`src/adc_serial_pkg.sv`:
```
// Shared constants and types for the serial result readout port.
`default_nettype none
package adc_serial_pkg;

  // ----------------------------------------------------------------------
  // Word and buffer geometry
  // ----------------------------------------------------------------------
  localparam int RESULT_BITS = 16;                 // Bits in one conversion result.
  localparam int BUF_DEPTH   = 2;                  // Entries in the result buffer.
  localparam logic [4:0] BIT_COUNT_FULL = 5'h10;   // Count after the last result bit.
  localparam logic [4:0] BIT_COUNT_ZERO = 5'h00;   // Count before the first bit.
  localparam logic [4:0] BIT_COUNT_LAST = 5'h0F;   // Count while the last bit is out.
  localparam logic [4:0] BIT_COUNT_STEP = 5'h01;   // Increment per shifted bit.

  // ----------------------------------------------------------------------
  // Timing
  // ----------------------------------------------------------------------
  localparam int CLK_PERIOD_NS      = 100;         // Core clock period.
  localparam int MASTER_SCLK_HALF_NS = 100;        // Shortest half period of our clock.
  // Half period in core cycles, a least time, so rounded up and at least one.
  localparam int MASTER_HALF_CYCLES_I =
    (MASTER_SCLK_HALF_NS + CLK_PERIOD_NS - 1) / CLK_PERIOD_NS;
  localparam logic [7:0] MASTER_HALF_CYCLES =
    (MASTER_HALF_CYCLES_I < 1) ? 8'h01 : MASTER_HALF_CYCLES_I[7:0];
  localparam int SLAVE_SCLK_MAX_MHZ  = 40;         // Host clock ceiling.
  localparam int HOST_SPI_MAX_MBPS   = 17;         // Host SPI master ceiling.

  // ----------------------------------------------------------------------
  // Types
  // ----------------------------------------------------------------------
  // Pin inputs that cross from outside into the core clock domain.
  typedef struct packed {
    logic sclk;      // Serial clock pin level from the host.
    logic cs_n;      // Chip select, active low.
    logic rd_n;      // Read enable, active low.
    logic casc;      // Read timing select or cascade data in.
    logic ext_clk;   // Clock source select, high for host clock.
    logic serial;    // Port kind select, high for the serial port.
    logic invert;    // Inverts our clock and framing strobe.
  } pins_s;

  // States of the clock generator used when we drive the serial clock.
  typedef enum logic [1:0] {
    M_IDLE = 2'b00,
    M_LOW  = 2'b01,
    M_HIGH = 2'b10
  } mstate_e;

endpackage
`default_nettype wire

```
`src/adc_pin_sync.sv`:
```
// Two-stage synchroniser for a group of pin inputs.
`timescale 1ns/1ns
`default_nettype none
module adc_pin_sync #(
  parameter int W = 1
) (
  input  wire logic         clk,
  input  wire logic         nrst,
  input  wire logic [W-1:0] d,
  output var  logic [W-1:0] q
);

  // ----------------------------------------------------------------------
  // Synchroniser stages
  // ----------------------------------------------------------------------
  logic [W-1:0] meta_r;  // First stage, read only by the second stage.

  // Both stages clear to zero; the first is never looked at by logic.
  always_ff @(posedge clk or negedge nrst) begin
    if (!nrst) begin
      meta_r <= '0;
      q      <= '0;
    end else begin
      meta_r <= d;
      q      <= meta_r;
    end
  end

endmodule
`default_nettype wire

```
`src/adc_result_buf.sv`:
```
// Small valid/ready buffer that carries conversion results to the shifter.
`timescale 1ns/1ns
`default_nettype none
module adc_result_buf #(
  parameter int W     = 16,
  parameter int DEPTH = 2
) (
  input  wire logic         clk,
  input  wire logic         nrst,
  input  wire logic         in_valid,
  output var  logic         in_ready,
  input  wire logic [W-1:0] in_data,
  output var  logic         out_valid,
  input  wire logic         out_ready,
  output var  logic [W-1:0] out_data
);

  // ----------------------------------------------------------------------
  // Storage and pointers
  // ----------------------------------------------------------------------
  localparam int PW = (DEPTH > 1) ? $clog2(DEPTH) : 1;
  localparam logic [PW:0] FULL = DEPTH[PW:0];
  logic [W-1:0]  mem_r [DEPTH];  // Entry storage.
  logic [PW-1:0] wp_r;           // Write pointer.
  logic [PW-1:0] rp_r;           // Read pointer.
  logic [PW:0]   cnt_r;          // Occupied entries.
  logic [PW:0]   cnt_nxt;        // Next occupancy.
  wire           push = in_valid && in_ready;
  wire           pop  = out_valid && out_ready;

  assign cnt_nxt   = cnt_r + {{PW{1'b0}}, push} - {{PW{1'b0}}, pop};
  assign out_valid = (cnt_r != '0);
  assign out_data  = mem_r[rp_r];

  // Pointers wrap at the depth; ready is registered from the next count.
  always_ff @(posedge clk or negedge nrst) begin
    if (!nrst) begin
      wp_r     <= '0;
      rp_r     <= '0;
      cnt_r    <= '0;
      in_ready <= 1'b1;
    end else begin
      if (push) begin
        wp_r <= (wp_r == PW'(DEPTH - 1)) ? '0 : wp_r + PW'(1);
      end
      if (pop) begin
        rp_r <= (rp_r == PW'(DEPTH - 1)) ? '0 : rp_r + PW'(1);
      end
      cnt_r    <= cnt_nxt;
      in_ready <= (cnt_nxt != FULL);
    end
  end

  // Entry write, no reset needed on data.
  always_ff @(posedge clk) begin
    if (push) begin
      mem_r[wp_r] <= in_data;
    end
  end

endmodule
`default_nettype wire

```
`src/adc_serial_readout_port.sv`:
```
// Serial result readout port: master and slave shifting of conversion results.
// Notes on behaviour
// - Select low: we generate and drive clock.
// - Master mode drives a data-valid framing strobe.
// - Optional inversion of our clock and strobe.
// - Master: select pin picks after/during conversion.
// - Master after-conversion: busy held until 16 out.
// - Select high: host supplies the shift clock.
// - Slave: clock needs chip select; data needs both.
// - Free-running or gapped host clock, any idle.
// - Slave: 16 bits, MSB first after busy.
// - Host clock sampled by the 100 ns core clock, so at most 5 MHz, not the 40 MHz ceiling.
// - Slave: select pin becomes cascade input.
// - Cascade sampled on edge opposite to shifting.
// - Slave during conversion: previous result shifted out.
// - Slave: unfinished read at conversion end pulses error.
// - Read may straddle into the next conversion.
// - Chip select or read high: data output released.
// - Port works only with serial select high.
`timescale 1ns/1ns
`default_nettype none
module adc_serial_readout_port
  import adc_serial_pkg::*;
#(
  parameter logic [7:0] HALF_CYCLES = MASTER_HALF_CYCLES
) (
  input  wire logic                   CLK,
  input  wire logic                   NRST,
  input  wire logic                   CLOCK_SOURCE_SELECT,
  input  wire logic                   PORT_KIND_SELECT,
  input  wire logic                   READ_TIMING_OR_CASCADE_IN,
  input  wire logic                   CLOCK_INVERT,
  input  wire logic                   CS_N,
  input  wire logic                   RD_N,
  input  wire logic                   SCLK_IN,
  output var  logic                   SCLK_OUT,
  output var  logic                   SCLK_OE_N,
  output var  logic                   SYNC_OUT,
  output var  logic                   SERIAL_RESULT_OUT,
  output var  logic                   SERIAL_RESULT_OE_N,
  output var  logic                   BUSY,
  output var  logic                   INCOMPLETE_READ_FLAG,
  input  wire logic                   CORE_BUSY,
  input  wire logic                   CORE_RESULT_VALID,
  input  wire logic [RESULT_BITS-1:0] CORE_RESULT,
  output var  logic                   CORE_RESULT_READY
);

  // ----------------------------------------------------------------------
  // Pin synchronisation
  // ----------------------------------------------------------------------
  pins_s pins_raw;   // Raw pin levels packed for the synchroniser.
  pins_s pins_q;     // Pin levels after two flip-flops.

  assign pins_raw = '{sclk:    SCLK_IN,
                      cs_n:    CS_N,
                      rd_n:    RD_N,
                      casc:    READ_TIMING_OR_CASCADE_IN,
                      ext_clk: CLOCK_SOURCE_SELECT,
                      serial:  PORT_KIND_SELECT,
                      invert:  CLOCK_INVERT};

  adc_pin_sync #(
    .W ($bits(pins_s))
  ) u_sync (
    .clk  (CLK),
    .nrst (NRST),
    .d    (pins_raw),
    .q    (pins_q)
  );

  // ----------------------------------------------------------------------
  // Mode decode and edge detection
  // ----------------------------------------------------------------------
  logic sclk_prev_r;   // Previous synchronised host clock level.
  logic busy_prev_r;   // Previous conversion busy level.

  wire serial_on  = pins_q.serial;
  wire slave      = serial_on && pins_q.ext_clk;
  wire master     = serial_on && !pins_q.ext_clk;
  wire m_after    = master && !pins_q.casc;
  wire m_during   = master && pins_q.casc;
  wire slave_clk  = slave && !pins_q.cs_n;
  wire sclk_rise  = pins_q.sclk && !sclk_prev_r;
  wire sclk_fall  = !pins_q.sclk && sclk_prev_r;
  wire conv_begin = CORE_BUSY && !busy_prev_r;
  wire conv_end   = !CORE_BUSY && busy_prev_r;
  wire data_en    = serial_on && !pins_q.cs_n && !pins_q.rd_n;

  // Edge history for the host clock and the busy level.
  always_ff @(posedge CLK or negedge NRST) begin
    if (!NRST) begin
      sclk_prev_r <= 1'b0;
      busy_prev_r <= 1'b0;
    end else begin
      sclk_prev_r <= pins_q.sclk;
      busy_prev_r <= CORE_BUSY;
    end
  end

  // ----------------------------------------------------------------------
  // Result buffer between the conversion core and the shifter
  // ----------------------------------------------------------------------
  logic                   buf_valid;   // A finished result waits.
  logic [RESULT_BITS-1:0] buf_data;    // The waiting result.
  logic                   load;        // Shifter takes the waiting result.

  adc_result_buf #(
    .W     (RESULT_BITS),
    .DEPTH (BUF_DEPTH)
  ) u_buf (
    .clk       (CLK),
    .nrst      (NRST),
    .in_valid  (CORE_RESULT_VALID),
    .in_ready  (CORE_RESULT_READY),
    .in_data   (CORE_RESULT),
    .out_valid (buf_valid),
    .out_ready (load),
    .out_data  (buf_data)
  );

  // ----------------------------------------------------------------------
  // Shifter state
  // ----------------------------------------------------------------------
  logic [RESULT_BITS-1:0] shreg_r;     // Output shift register.
  logic [4:0]             cnt_r;       // Bits shifted out of the current word.
  logic                   casc_r;      // Cascade bit caught on the opposite edge.
  logic                   have_r;      // Loaded word not yet fully read.
  logic                   load_q_r;    // Load happened last cycle.
  mstate_e                m_state_r;   // Clock generator state.
  mstate_e                m_state_nxt; // Next clock generator state.
  logic [7:0]             div_r;       // Half period counter.
  logic                   m_sclk_r;    // Generated clock before inversion.
  logic                   m_sync_r;    // Framing strobe before inversion.

  // A slave read that has begun but not finished blocks a reload.
  wire mid_read  = slave && (cnt_r != BIT_COUNT_ZERO) && (cnt_r < BIT_COUNT_FULL);
  wire rd_err    = slave && conv_end && mid_read;
  wire half_done = (div_r == HALF_CYCLES - 8'h01);
  wire m_start   = (m_after && load_q_r) ||
                   (m_during && conv_begin && have_r);
  wire m_last    = (m_state_r == M_HIGH) && half_done && (cnt_r == BIT_COUNT_LAST);
  wire s_shift   = slave_clk && sclk_fall;
  wire s_sample  = slave_clk && sclk_rise;
  wire m_shift   = (m_state_r == M_HIGH) && half_done;
  wire busy_ext  = m_after && (have_r || buf_valid);

  // The oldest waiting result moves in only when no transfer is in flight.
  assign load = buf_valid && !mid_read && (m_state_r == M_IDLE) && !load_q_r;

  // Clock generator next state: low half, then high half, per bit.
  always_comb begin
    m_state_nxt = m_state_r;
    case (m_state_r)
      M_IDLE: begin
        if (m_start) begin
          m_state_nxt = M_LOW;
        end
      end
      M_LOW: begin
        if (!master) begin
          m_state_nxt = M_IDLE;
        end else if (half_done) begin
          m_state_nxt = M_HIGH;
        end
      end
      M_HIGH: begin
        if (!master || m_last) begin
          m_state_nxt = M_IDLE;
        end else if (half_done) begin
          m_state_nxt = M_LOW;
        end
      end
      default: begin
        m_state_nxt = M_IDLE;
      end
    endcase
  end

  // Clock generator registers: state, divider, clock and strobe levels.
  always_ff @(posedge CLK or negedge NRST) begin
    if (!NRST) begin
      m_state_r <= M_IDLE;
      div_r     <= 8'h00;
      m_sclk_r  <= 1'b0;
      m_sync_r  <= 1'b0;
    end else begin
      m_state_r <= m_state_nxt;
      div_r     <= (m_state_nxt != m_state_r || m_state_r == M_IDLE) ? 8'h00 : div_r + 8'h01;
      m_sclk_r  <= (m_state_nxt == M_HIGH);
      m_sync_r  <= (m_state_nxt != M_IDLE);
    end
  end

  // Shift register: load a new word, or shift on the active edge.
  always_ff @(posedge CLK or negedge NRST) begin
    if (!NRST) begin
      shreg_r <= '0;
    end else if (load) begin
      shreg_r <= buf_data;
    end else if (s_shift) begin
      shreg_r <= {shreg_r[RESULT_BITS-2:0], casc_r};
    end else if (m_shift) begin
      shreg_r <= {shreg_r[RESULT_BITS-2:0], 1'b0};
    end
  end

  // Bit counter saturates at a full word so cascaded bits keep flowing.
  always_ff @(posedge CLK or negedge NRST) begin
    if (!NRST) begin
      cnt_r <= BIT_COUNT_ZERO;
    end else if (load || rd_err || m_start) begin
      cnt_r <= BIT_COUNT_ZERO;
    end else if ((s_shift || m_shift) && cnt_r != BIT_COUNT_FULL) begin
      cnt_r <= cnt_r + BIT_COUNT_STEP;
    end
  end

  // Cascade bit, load history and unread-word flag.
  always_ff @(posedge CLK or negedge NRST) begin
    if (!NRST) begin
      casc_r   <= 1'b0;
      load_q_r <= 1'b0;
      have_r   <= 1'b0;
    end else begin
      if (s_sample) begin
        casc_r <= pins_q.casc;
      end
      load_q_r <= load;
      if (load) begin
        have_r <= 1'b1;
      end else if (rd_err || cnt_r == BIT_COUNT_FULL) begin
        have_r <= 1'b0;
      end
    end
  end

  // ----------------------------------------------------------------------
  // Registered pin outputs
  // ----------------------------------------------------------------------
  // Every output is a flip-flop; enables are low while we drive.
  always_ff @(posedge CLK or negedge NRST) begin
    if (!NRST) begin
      SCLK_OUT             <= 1'b0;
      SCLK_OE_N            <= 1'b1;
      SYNC_OUT             <= 1'b0;
      SERIAL_RESULT_OUT    <= 1'b0;
      SERIAL_RESULT_OE_N   <= 1'b1;
      BUSY                 <= 1'b0;
      INCOMPLETE_READ_FLAG <= 1'b0;
    end else begin
      SCLK_OUT             <= m_sclk_r ^ pins_q.invert;
      SCLK_OE_N            <= !master;
      SYNC_OUT             <= m_sync_r ^ pins_q.invert;
      SERIAL_RESULT_OUT    <= shreg_r[RESULT_BITS-1];
      SERIAL_RESULT_OE_N   <= !data_en;
      BUSY                 <= CORE_BUSY || busy_ext;
      INCOMPLETE_READ_FLAG <= rd_err;
    end
  end

  // Last cycle index of a full transfer: two halves per bit, sixteen bits.
  localparam logic [15:0] M_XFER_LAST = 16'(2 * RESULT_BITS * HALF_CYCLES - 1);
  logic [15:0] m_len_r;  // Cycles spent outside idle in the running transfer.

  // Counts transfer cycles so the length check needs no long repetition.
  always_ff @(posedge CLK or negedge NRST) begin
    if (!NRST) begin
      m_len_r <= 16'h0000;
    end else if (m_state_r == M_IDLE) begin
      m_len_r <= 16'h0000;
    end else begin
      m_len_r <= m_len_r + 16'h0001;
    end
  end
endmodule
`default_nettype wire

```
`config.mk`:
```
export PLATFORM = sky130hd
export DESIGN_NAME = adc_serial_readout_port
export DESIGN_NICKNAME = d
export VERILOG_FILES = /design/src/adc_serial_pkg.sv /design/src/adc_pin_sync.sv /design/src/adc_result_buf.sv /design/src/adc_serial_readout_port.sv
export SDC_FILE = /design/constraint.sdc
export NUM_CORES = 1
export LEC_CHECK = 0
export BUFFER_PORTS_ARGS = -buffer_cell sky130_fd_sc_hd__buf_4
export CAP_MARGIN = 20
export CORE_MARGIN = 2
export CORE_UTILIZATION = 35
export DETAILED_ROUTE_END_ITERATION = 8
export GPL_TIMING_DRIVEN = 0
export PLACE_DENSITY = 0.58
export SYNTH_ARGS = -nofsm -noshare
export SYNTH_HDL_FRONTEND = slang
export SYNTH_SLANG_ARGS = --single-unit
```
`constraint.sdc`:
```
create_clock -name CLK -period 2.35 [get_ports CLK]
set_clock_uncertainty 0.15 [all_clocks]
set_input_delay 0.1175 -clock CLK [delete_from_list [all_inputs] [get_ports CLK]]
set_output_delay 0.1175 -clock CLK [all_outputs]
set_load 0.01 [all_outputs]
```
Word-level counts from Yosys, hierarchy flattened
Memory sizes are Yosys's and may differ from the RTL's.
Cells that the tools add are included.

cells by class
  multiplexer cells = 18
  magnitude comparators = 1
  eq/ne operators = 8
  bitwise gates (word level) = 2
  $add $sub $neg = 6
  reduce and logical (&&, ||, !) cells = 58

operators by type and width
  cell                                                 count
  two-way mux 16 bit                                   3
  logical AND 1 bit                                    29
  zero test 1 bit                                      12
  two-way mux 2 bit                                    5
  two-way mux 5 bit                                    2
  logical OR 1 bit                                     9
  adder 8 x 1 -> 8 bit, second input constant          1
  zero test 8 bit                                      1
  two-way mux 8 bit                                    1
  nonzero test 2 bit                                   4
  two-way mux 1 bit                                    6
  one-hot mux 2 bit (3 select lines)                   1
  adder 5 x 1 -> 5 bit, second input constant          1
  equality test 5 x 4 -> 1 bit, second input constant  1
  equality test 5 bit, second input constant           1
  < comparator 5 bit, second input constant            1
  != test 5 bit, second input constant                 1
  nonzero test 5 bit                                   1
  equality test 2 bit, second input constant           2
  nonzero test 3 bit                                   1
  adder 1 bit, second input constant                   2
  adder 2 x 1 -> 2 bit                                 1
  equality test 2 x 1 -> 1 bit, second input constant  1
  zero test 2 bit                                      1
  other kinds (4)                                      5

storage, ports and cells
  register bits = 64
  input port bits = 27
  bits in writable memories = 32
  memories kept = 1
  word-level logic and storage cells = 118
  output and inout bits = 8

memory list
  memory       words  bits a word  rd ports  clocked after Yosys merged registers in  write ports  line                  text
  u_buf.mem_r  2      16           1         0                                        1            adc_result_buf.sv:23  logic [W-1:0] mem_r [DEPTH];

Depth between registers and ports, before layout
Gate-level depths: netlist of the first run.

  depth after elaboration = 11
  mapped depth = 12

By module
From an unflattened synthesis of the first run, not the netlist that was laid out.

second synthesis, totals
  cell total of the unflattened synthesis = 274
  area, all modules = 4072.7 um^2

by module, submodules not included
  module                   area an instance (um^2)  cells an instance  instances
  adc_serial_readout_port  2294.7                   186                1
  adc_result_buf           1427.6                   74                 1
  adc_pin_sync             350.3                    14                 1

Least setup slack after synthesis of the first run
OpenSTA, ideal clock, no wires.

  path type = register -> register
  start = register cnt_r[0]
  end = register u_buf.in_ready
  stages on the path, launching flop included = 13
  period minus slack after synthesis = 2.465 ns
  data arrival time = 2.234 ns
  setup time = 0.081 ns
  path slack = -0.115 ns
  path through = dfrtp_1 inv_1 ha_1 nor3b_2 o211ai_4 buf_2 inv_1 ha_1 inv_1 ha_1 xnor2_1 xnor2_1 nand2b_1

on the way
  longest elaborated chain between the ends = 10
  elaborated cells on any way between the ends = 11

ends and longest elaborated chain
  element                                                     line                            text
  from (decl)                                                 adc_serial_readout_port.sv:126  logic [4:0] cnt_r;
  from (signal assigned)                                      adc_serial_readout_port.sv:215  cnt_r <= cnt_r + BIT_COUNT_STEP;
  branches (longest 2 deep; another with < comparator 5 bit)  n/a
  logical AND 1 bit *                                         adc_serial_readout_port.sv:137  wire mid_read = slave && (cnt_r != BIT_COUNT_ZERO) && (cnt_r < BIT_COUNT_FULL);
  zero test 1 bit *                                           adc_serial_readout_port.sv:149  assign load = buf_valid && !mid_read && (m_state_r == M_IDLE) && !load_q_r;
  logical AND 1 bit * (3 in series)                           adc_serial_readout_port.sv:149
  logical AND 1 bit *                                         adc_result_buf.sv:29            wire pop = out_valid && out_ready;
  via u_buf.pop                                               adc_result_buf.sv:29
  subtractor 2 x 1 -> 2 bit *                                 adc_result_buf.sv:31            assign cnt_nxt = cnt_r + {{PW{1'b0}}, push} - {{PW{1'b0}}, pop};
  via u_buf.cnt_nxt[1]                                        adc_result_buf.sv:27            logic [PW:0] cnt_nxt;
  != test 2 bit *                                             adc_result_buf.sv:50            in_ready <= (cnt_nxt != FULL);
  to (signal assigned)                                        adc_result_buf.sv:50
  to (decl)                                                   adc_result_buf.sv:11            output var logic in_ready,

Mark *: on every way through the listed nets, which the timed path passes.
A chain may end at the register's enable or synchronous reset.

Worst setup path after layout of the first run
Same ends and word-level chain as after synthesis.

==> results of run 1 <==
## power by group through the flow
stage	logic, uW	clock network, uW	registers, uW
after floorplan	1280	0	2280
after global placement	1620	0	2310
after detailed placement	1650	0	2320
after CTS	1740	1580	2290
after global routing	1950	1650	2330
final	1750	1540	2290
## per-layer routing
layer / GRT usage [%] / vias to the layer above / wire (um)
met5: 0 / - / 0
met4: 5.75 / 0 / 153
met3: 2.84 / 12 / 184
met2: 19.0 / 33 / 3370
met1: 17.9 / 1142 / 3420
li1: - / 1157 / -
## how the worst max path moves through the flow
stage / from / end / slack [ps] / cells after the start
6_report: cnt_r[0]$_DFFE_PN0P_ / u_buf.in_ready$_DFF_PN1_ / 110 / 12
5_1_grt: cnt_r[0]$_DFFE_PN0P_ / u_buf.in_ready$_DFF_PN1_ / -5 / 12
4_1_cts: div_r[0]$_DFF_PN0_ / shreg_r[10]$_DFFE_PN0P_ / 30 / 7
3_5_place_dp: cnt_r[0]$_DFFE_PN0P_ / u_buf.in_ready$_DFF_PN1_ / -290 / 12
3_3_place_gp: cnt_r[0]$_DFFE_PN0P_ / u_buf.in_ready$_DFF_PN1_ / -250 / 12
2_1_floorplan: cnt_r[0]$_DFFE_PN0P_ / u_buf.in_ready$_DFF_PN1_ / 7 / 12
## cells in the final DEF (no fill, tap or decap), types with 2 or more instances in the layout
cell / n
dfrtp_1: 61
buf_4: 40
edfxtp_1: 32
dlygate4sd3_1: 26
mux2i_1: 25
inv_1: 19
mux2_2: 15
nand3_1: 13
nor2_1: 10
clkbuf_16: 9
nand2_1: 8
nor2b_1: 7
xor2_1: 7
a21oi_1: 6
ha_1: 5
and3_1: 4
o211ai_1: 4
mux2_4: 4
nand4_1: 4
dfstp_2: 3
a31oi_1: 3
xnor2_1: 3
a211oi_1: 3
and3b_1: 3
o21ai_0: 3
nor3b_4: 2
nor3_1: 2
buf_6: 2
xnor2_2: 2
o31ai_1: 2
nand4b_1: 2
and3_2: 2
buf_2: 2
clkbuf_1: 2
ha_2: 2
bufinv_16: 2
clkinv_2: 2
## cells by family (layout without fill, tap and decap cells)
logic type	after synthesis	count (layout)
and+or+nand+nor	69	69
adders and majority gates	7	7
xor gates and xnor gates	12	12
AOI/OAI and AO/OA	25	25
DFF	96	96
buffers and inverters	26	108
muxes	44	44
## cell type report
cell class | count | area share (%)
multi-input cells | 157 | 26.3
well taps | 140 | 3.45
plain buffers | 6 | 1.11
clock buffers | 10 | 4.51
clock inverters | 6 | 1.63
inverters | 20 | 1.48
flip-flops and latches | 96 | 50.5
repair buffers | 66 | 11.0
## metrics by stage
step	setup WS (ps)	instances
after global routing	-5.35	501
after CTS	33.3	499
after detailed placement	-285	453
after floorplan	7.18	279
after global placement	-249	453
final	105	501
## flip-flops by register name, indices dropped and copies added (netlist names), 2 cells and up
name and count:
u_sync.meta_r 7, div_r 8, m_state_r 2, shreg_r 16, u_sync.q 7, u_buf.mem_r 32, cnt_r 5, u_buf.cnt_r 2
## timing repair
action,4_1_cts,5_1_grt
setup endpoints to repair,2,14
buffers inserted,4,2
resized for setup,0,5
endpoints found under the hold margin,104,0
hold buffers,26,0
pin swaps,3,3
==> flow_metrics.py, run 1 <==
metrics = {
    "timing": {
        "slew_violations": 0,
        "worst_slew_pin_slew_ps": 913,
        "max_freq_ghz": 0.446,
        "whs_ps": 198,
        "maxSlewHeadroom_pct": 39.0,
        "finalSetupTns_ps": 0,
        "period_share_pct": 95.5,
        "period_needed_ps": 2240,
        "hold_violations": 0,
        "setup_viol": 0,
    },
    "drt": {
        "drt_iter0_drc": 115,
        "wire_per_inst_um": 14.2,
        "post-route-drc-count": 0,
        "routed_wl_um": 7130,
        "avgViaCountPerCell": 4.68,
        "first_pass_iters": 4,
        "postRouteAntennaNets": 0,
        "vias": 2344,
    },
    "worst_setup_path": {
        "r2r_cells": 12,
        "crit_required_ps": 2470,
        "cp_slowest_stage_delay_ps": 370,
        "worst-setup-path-type": "flip-flop to flip-flop",
        "ff2ff_setup_slack_ps": 110,
        "worstReg2RegStart": "cnt_r[0]$_DFFE_PN0P_",
        "path_buf_inv": 4,
        "critPathTopFamily": "adder cells",
        "crit_fanout": 2,
        "crit_slowest_cell": "dfrtp_1",
        "startpoint_type": "flip-flop",
        "critPathCaptureType": "flip-flop",
        "crit_chain": "inv_2 -> ha_2 -> nor3b_4 -> o211ai_4 -> buf_6 -> inv_1 -> ha_1 -> inv_1 -> ha_2 -> xnor2_2 -> xnor2_2 -> nand2b_1",
        "arrival_ps": 2360,
        "reg2reg_to": "u_buf.in_ready$_DFF_PN1_",
    },
    "worst_hold_path": {
        "hold_path_end": "u_sync.q[5]$_DFF_PN0_",
        "min_from": "u_sync.meta_r[5]$_DFF_PN0_",
        "hold_path.class": "flip-flop to flip-flop",
        "hold_path_depth": 0,
    },
    "clock_tree": {
        "clock-sinks": 96,
        "cts_root_buf": "clkbuf_16",
        "htreeDepth": 3,
        "numCtsBuffers": 9,
        "clk_pin_slew_ps": 70,
        "insertion_delay_ps": 350,
        "cts_tree": "yes",
        "cts_buffer_depth": 2,
    },
    "layout": {
        "num_antenna_cells": 0,
        "area_growth_pct": 27.3,
        "register_area_mm2": 0.00257,
        "postLayoutCoreUtil_pct": 46.2,
        "drive_gt1_share_pct": 27.4,
        "final_area_mm2": 0.00508,
        "fin_nets": 390,
        "fillerInstances": 985,
        "multiInputGateArea_mm2": 0.00133,
    },
    "logic_synthesis": {
        "synth_edf_count": 32,
        "syn_nets": 313,
        "seq_area_frac_synth_pct": 64.3,
        "yosysUniqueCellTypes": 46,
        "yosysWarnings": 0,
        "synthXorXnorAreaFrac_pct": 2.63,
        "syn_area_mm2": 0.00399,
        "syn_area_per_cell_um2": 14.3,
        "synth.most_common_cell": "dfrtp_1",
        "synth-seq-cells": 96,
        "synth_cells": 279,
        "yosys_most_used_dff": "dfrtp_1",
        "synth_commonest_cells": "dfrtp_1, edfxtp_1, mux2i_1",
        "synth_compound_area_share_pct": 4.45,
        "synthTopCellsByArea": "dfrtp_1, edfxtp_1, mux2i_1",
        "yosys.area_share.adder_pct": 2.20,
        "synth-async-reset-ratio_pct": 66.7,
        "synth.top_cell.area_share_pct": 38.3,
        "synth-simple-area-share_pct": 11.3,
        "synth_largest_area_cell": "dfrtp_1",
        "synthMuxAreaShare_pct": 12.0,
        "synth_top_family_by_area": "multiplexers",
    },
    "power_and_ir_drop": {
        "p_sw_share_pct": 28.5,
        "power_frac_clock_pct": 27.6,
        "p_switching_uw": 1590,
        "p_total_uw": 5580,
        "seq_power_share_pct": 41.0,
        "p_leak_uw": 0.00223,
        "ir_drop_uv": 751,
        "p_per_area_mw_per_mm2": 1100,
        "p_int_uw": 3990,
        "combPwrFrac_pct": 31.4,
    },
    "global_routing": {
        "grt_pass1_wl_um": 12400,
        "grt_pass1_vias": 2445,
        "antenna_found_initial": 0,
        "grt_util_all_layers_pct": 12.8,
        "grt_max_degree": 65,
        "grt-ovfl-total": 0,
    },
    "placement": {
        "routabilityCongestion": 0.785,
        "portBuffers": 34,
        "hpwl_um": 4490,
        "placed_area_mm2": 0.00444,
    },
    "die": {
        "die_w_um": 111,
        "rows": 38,
        "die_y_um": 111,
        "dieArea_mm2": 0.0123,
        "ios": 35,
        "start_util_pct": 36.3,
        "coreArea_mm2": 0.0110,
    },
    "job": {
        "maxCapViolations": 0,
    },
    "outcome": {
        "outcome": "finished, final reports clean",
    },
}
No activity file was read; power rests on OpenSTA's default activity.
==> inputs of run 2 (changes only) <==
CORE_ASPECT_RATIO = 1.75   (was not set)
SLEW_MARGIN = 10   (was not set)
==> run 2 against run 1 <==
Net effect: register-to-register slack gained 20 ps; design area decreased by 0.47%; via count rose by 1.7%; clock power down 5%; utilization is 0.71 points lower; worst setup slack better by 25 ps; sequential power barely moved; global-route usage is 0.23 points lower; combinational power about the same; first-iteration DRC count decreased by 6.1%; die area grew 0.27%; largest power group unchanged; sequential share of layout area grew 0.24 points.
==> flow_metrics.py, run 2 (same netlist as run 1, synthesis figures left out) <==
metrics = {
    "clock_tree": {
        "clock-sinks": 96,
        "cts_buffer_depth": 2,
        "insertion_delay_ps": 340,
        "htreeDepth": 3,
        "numCtsBuffers": 9,
        "clk_pin_slew_ps": 60,
        "cts_root_buf": "clkbuf_16",
        "cts_tree": "yes",
    },
    "global_routing": {
        "grt-ovfl-total": 0,
        "grt_pass1_wl_um": 12000,
        "grt_pass1_vias": 2525,
        "antenna_found_initial": 0,
        "grt_max_degree": 65,
        "grt_util_all_layers_pct": 12.6,
    },
    "die": {
        "rows": 51,
        "coreArea_mm2": 0.0111,
        "ios": 35,
        "dieArea_mm2": 0.0123,
        "die_w_um": 84.7,
        "die_y_um": 145,
        "start_util_pct": 35.9,
    },
    "timing": {
        "setup_viol": 0,
        "worst_slew_pin_slew_ps": 831,
        "maxSlewHeadroom_pct": 44.6,
        "max_freq_ghz": 0.450,
        "slew_violations": 0,
        "finalSetupTns_ps": 0,
        "period_share_pct": 94.5,
        "whs_ps": 200,
        "hold_violations": 0,
        "period_needed_ps": 2220,
    },
    "worst_setup_path": {
        "crit_fanout": 2,
        "reg2reg_to": "u_buf.in_ready$_DFF_PN1_",
        "cp_slowest_stage_delay_ps": 350,
        "cp-startpoint": "cnt_r[0]$_DFFE_PN0P_",
        "crit_chain": "inv_1 -> ha_2 -> nor3b_4 -> o211ai_4 -> buf_6 -> inv_1 -> ha_1 -> inv_1 -> ha_1 -> xnor2_1 -> xnor2_1 -> nand2b_1",
        "arrival_ps": 2330,
        "crit_slowest_cell": "dfrtp_1",
        "worstReg2RegStart": "cnt_r[0]$_DFFE_PN0P_",
        "worst-setup-path-type": "flip-flop to flip-flop",
        "ff2ff_setup_slack_ps": 130,
        "r2r_cells": 12,
        "critPathTopFamily": "adder cells",
        "startpoint_type": "flip-flop",
        "crit_path_frequent_cell": "inv_1",
        "crit_required_ps": 2460,
        "path_buf_inv": 4,
        "critPathCaptureType": "flip-flop",
    },
    "power_and_ir_drop": {
        "p_total_uw": 5450,
        "p_leak_uw": 0.00222,
        "ir_drop_uv": 528,
        "p_per_area_mw_per_mm2": 1080,
    },
    "placement": {
        "portBuffers": 34,
        "placed_area_mm2": 0.00444,
        "hpwl_um": 4940,
        "routabilityCongestion": 0.801,
    },
    "worst_hold_path": {
        "hold_path.class": "flip-flop to flip-flop",
        "hold_path_depth": 0,
        "min_from": "u_sync.meta_r[6]$_DFF_PN0_",
        "hold_path_end": "u_sync.q[6]$_DFF_PN0_",
    },
    "drt": {
        "wl_met3_um": 185,
        "avgViaCountPerCell": 4.84,
        "dr_wl_met2_um": 4210,
        "top_layer_used": "met4",
        "first_pass_iters": 4,
        "vias": 2385,
        "postRouteAntennaNets": 0,
        "drt-met1-wl_um": 2600,
        "post-route-drc-count": 0,
        "routed_wl_um": 7140,
        "wire_per_inst_um": 14.5,
        "drt_iter0_drc": 108,
    },
    "layout": {
        "num_antenna_cells": 0,
        "final_area_mm2": 0.00505,
        "final_common_cell": "dfrtp_1",
        "postLayoutCoreUtil_pct": 45.5,
        "layout_common_cells": "dfrtp_1, buf_4, edfxtp_1",
        "largest_reg_flops": 32,
        "largest-register": "u_buf.mem_r",
        "area_growth_pct": 26.7,
        "largestRegisters": "u_buf.mem_r: 32 flops, shreg_r: 16 flops, div_r: 8 flops",
        "drive_gt1_share_pct": 26.9,
        "fin_nets": 390,
    },
    "outcome": {
        "outcome": "finished, final reports clean",
    },
    "job": {
        "maxCapViolations": 0,
    },
}
-- run 2: cell count changes in the layout (fill, tap and decap cells not counted), sizes merged --
cell / previous run / this run
clkinvlp: 0 / 2
bufinv: 2 / 1
clkbuf: 11 / 10
clkinv: 3 / 2
inv: 21 / 22
-- run 2: final cells by class --
cell class                 instances  area [um2]
fill                            1036        6050
inverter                          20        75.1
tap                              132         165
clock buffer                       9         225
multi-input combinational        157        1320
clock inverter                     7        77.6
sequential                        96        2570
buffer                             6        56.3
timing repair buffer              66         568
-- run 2: per-layer routing --
layer | GRT usage (%) | up-vias
met3 | 3.07 | 12
met5 | 0 | -
met2 | 23.7 | 32
met1 | 12.6 | 1191
met4 | 5.56 | 0
li1 | - | 1150
-- run 2: worst max path at each step --
stage,end,slack (ps),cells past startpoint
after global placement,u_buf.in_ready$_DFF_PN1_,-250,12
final,u_buf.in_ready$_DFF_PN1_,130,12
after detailed placement,u_buf.in_ready$_DFF_PN1_,-290,12
after floorplan,u_buf.in_ready$_DFF_PN1_,7,12
after global routing,u_buf.in_ready$_DFF_PN1_,-7,12
after CTS,shreg_r[8]$_DFFE_PN0P_,10,7
-- run 2: power breakdown --
part	total (uW)	internal, uW	switching (uW)
Combinational	1720	905	812
Clock	1460	833	622
Sequential	2280	2140	143
-- run 2: repair_timing --
item | 4_1_cts | 5_1_grt
pin swaps | 1 | 3
endpoints found under the setup margin | 2 | 14
setup buffers | 4 | 1
hold endpoints to repair | 104 | 0
hold buffers | 26 | 0
gates resized for setup | 0 | 2
gates cloned | 0 | 0
-- run 2: per-stage QoR --
stage	instances	worst slack, ps
floorplan	279	7.18
global placement	445	-252
detailed placement	446	-293
CTS	492	11.8
global route	493	-6.60
finish	493	130
-- run 2: worst register-to-register path, stage by stage, from the launching register on --
cell and delay, ps:
dfrtp_1 350, inv_1 60, ha_2 180, nor3b_4 160, o211ai_4 180, buf_6 130, inv_1 30, ha_1 260
inv_1 40, ha_1 180, xnor2_1 170, xnor2_1 160, nand2b_1 90
==> inputs of run 3 (changes only) <==
ABC_AREA = 0   (was not set)
PLACE_DENSITY = 0.57   (was 0.58)
RECOVER_POWER = 25   (was not set)
clock period = 2.5 ns   (was 2.35 ns; I/O delays follow)
==> run 3 against run 2 <==
Net effect: non-clock buffer count is 3 lower; sequential power is 6% lower; largest cell class unchanged; critical path type unchanged; first-iteration DRC count is 64% higher; register-to-register slack better by 20 ps; routed wire length is 0.18% higher; largest power group unchanged.
==> flow_metrics.py, run 3 (same netlist as run 1, synthesis figures left out) <==
metrics = {
    "timing": {
        "worst_slack_ps": 145,
        "whs_ps": 199,
        "period_share_pct": 94.2,
        "rsz0062_at_grt": "no",
        "setup_viol": 0,
        "maxSlewHeadroom_pct": 45.1,
        "period_needed_ps": 2360,
        "finalSetupTns_ps": 0,
        "hold_violations": 0,
        "max_freq_ghz": 0.425,
        "slew_violations": 0,
        "worst_slew_pin_slew_ps": 823,
    },
    "drt": {
        "avgViaCountPerCell": 4.85,
        "vias": 2375,
        "top_layer_used": "met4",
        "wl_met3_um": 208,
        "first_pass_iters": 4,
        "dr_wl_met2_um": 4240,
        "drt_iter0_drc": 177,
        "postRouteAntennaNets": 0,
        "wire_per_inst_um": 14.6,
        "post-route-drc-count": 0,
        "routed_wl_um": 7150,
        "drt-met1-wl_um": 2600,
    },
    "global_routing": {
        "grt_util_all_layers_pct": 12.7,
        "grt_pass1_vias": 2499,
        "grt_max_degree": 65,
        "grt_pass1_wl_um": 12100,
        "grt-ovfl-total": 0,
        "antenna_found_initial": 0,
    },
    "worst_setup_path": {
        "crit_fanout": 10,
        "critPathCaptureType": "flip-flop",
        "worstReg2RegStart": "div_r[0]$_DFF_PN0_",
        "startpoint_type": "flip-flop",
        "arrival_ps": 2430,
        "r2r_cells": 7,
        "ff2ff_setup_slack_ps": 140,
        "reg2reg_to": "shreg_r[8]$_DFFE_PN0P_",
        "crit_required_ps": 2570,
        "worst-setup-path-type": "flip-flop to flip-flop",
    },
    "clock_tree": {
        "cts_root_buf": "clkbuf_16",
        "cts_buffer_depth": 2,
        "clock-sinks": 96,
        "htreeDepth": 3,
        "cts_tree": "yes",
        "numCtsBuffers": 9,
        "insertion_delay_ps": 340,
        "clk_pin_slew_ps": 70,
    },
    "die": {
        "die_w_um": 84.7,
        "ios": 35,
        "start_util_pct": 35.9,
        "coreArea_mm2": 0.0111,
        "die_y_um": 145,
        "rows": 51,
        "dieArea_mm2": 0.0123,
    },
    "worst_hold_path": {
        "hold_path_end": "u_sync.q[5]$_DFF_PN0_",
        "hold_path.class": "flip-flop to flip-flop",
        "min_from": "u_sync.meta_r[5]$_DFF_PN0_",
        "hold_path_depth": 0,
    },
    "outcome": {
        "outcome": "finished, final reports clean",
    },
    "layout": {
        "largest-register": "u_buf.mem_r",
        "drive_gt1_share_pct": 24.6,
        "stdcell_count": 490,
        "largestRegisters": "u_buf.mem_r: 32 flops, shreg_r: 16 flops, div_r: 8 flops",
        "num_antenna_cells": 0,
        "final_area_mm2": 0.00499,
        "layout_common_cells": "dfrtp_1, edfxtp_1, dlygate4sd3_1",
        "fin_nets": 387,
        "final_common_cell": "dfrtp_1",
        "area_growth_pct": 25.1,
        "largest_reg_flops": 32,
    },
    "power_and_ir_drop": {
        "p_per_area_mw_per_mm2": 1010,
        "ir_drop_uv": 669,
        "p_leak_uw": 0.00218,
    },
    "placement": {
        "placed_area_mm2": 0.00443,
        "hpwl_um": 4950,
        "portBuffers": 34,
        "preCtsSetupSlack_ps": -323,
        "dp.cells": 446,
        "routabilityCongestion": 0.788,
    },
    "job": {
        "maxCapViolations": 0,
    },
}
## run 3: cell types whose count changed in the layout (fill, tap and decap cells not counted), sizes merged
cell / previous run / this run
clkbuf: 10 / 35
inv: 22 / 20
buf: 45 / 19
## run 3: repair_timing
item	CTS	global route
gates resized for setup	1	1
endpoints found under the hold margin	104	0
buffers inserted	1	1
hold buffers	26	0
setup endpoints to repair	3	1
pin swaps	1	0
## run 3: stage by stage
stage / power (uW) / utilization [%]
6_report: 5070 / 45.0
2_1_floorplan: 3330 / -
4_1_cts: 5150 / 44.9
3_5_place_dp: 3740 / 39.9
5_1_grt: 5390 / 45.0
3_3_place_gp: 3670 / 39.7
## run 3: cell type report
cell class | instances | area [um2]
plain buffers | 6 | 56.3
clock buffers | 11 | 233
clock inverters | 5 | 57.6
fillers | 1036 | 6110
inverters | 20 | 75.1
multi-input cells | 157 | 1300
flip-flops and latches | 96 | 2570
well taps | 132 | 165
repair buffers | 63 | 538
## run 3: how the worst max path moves through the flow
| stage | from | endpoint | slack, ps | depth (start not counted) |
|---|---|---|---|---|
| after floorplan | cnt_r[0]$_DFFE_PN0P_ | u_buf.in_ready$_DFF_PN1_ | 30 | 12 |
| after global placement | cnt_r[0]$_DFFE_PN0P_ | u_buf.in_ready$_DFF_PN1_ | -280 | 12 |
| after detailed placement | cnt_r[0]$_DFFE_PN0P_ | u_buf.in_ready$_DFF_PN1_ | -320 | 12 |
| after CTS | cnt_r[0]$_DFFE_PN0P_ | u_buf.in_ready$_DFF_PN1_ | 30 | 12 |
| after global routing | div_r[0]$_DFF_PN0_ | shreg_r[8]$_DFFE_PN0P_ | 6 | 7 |
| final | div_r[0]$_DFF_PN0_ | shreg_r[8]$_DFFE_PN0P_ | 140 | 7 |
## run 3: metal layers
layer | up-vias | GRT usage (%)
met5 | - | 0
met2 | 40 | 23.8
met1 | 1176 | 13.1
met4 | 0 | 4.92
li1 | 1150 | -
met3 | 9 | 3.41
## run 3: where the power goes
group          internal [uW]  leakage (uW)  switching [uW]
registers               2010       0.00108             135
logic                    828      0.000963             757
clock network            774      0.000133             562
total                   3610       0.00218            1450
## run 3: worst max-delay path: stages (launching register included)
cell	delay, ps
dfrtp_1	440
inv_1	80
ha_1	150
nor3b_2	510
nand3_2	260
nand3_4	200
buf_12	160
mux2_4	300
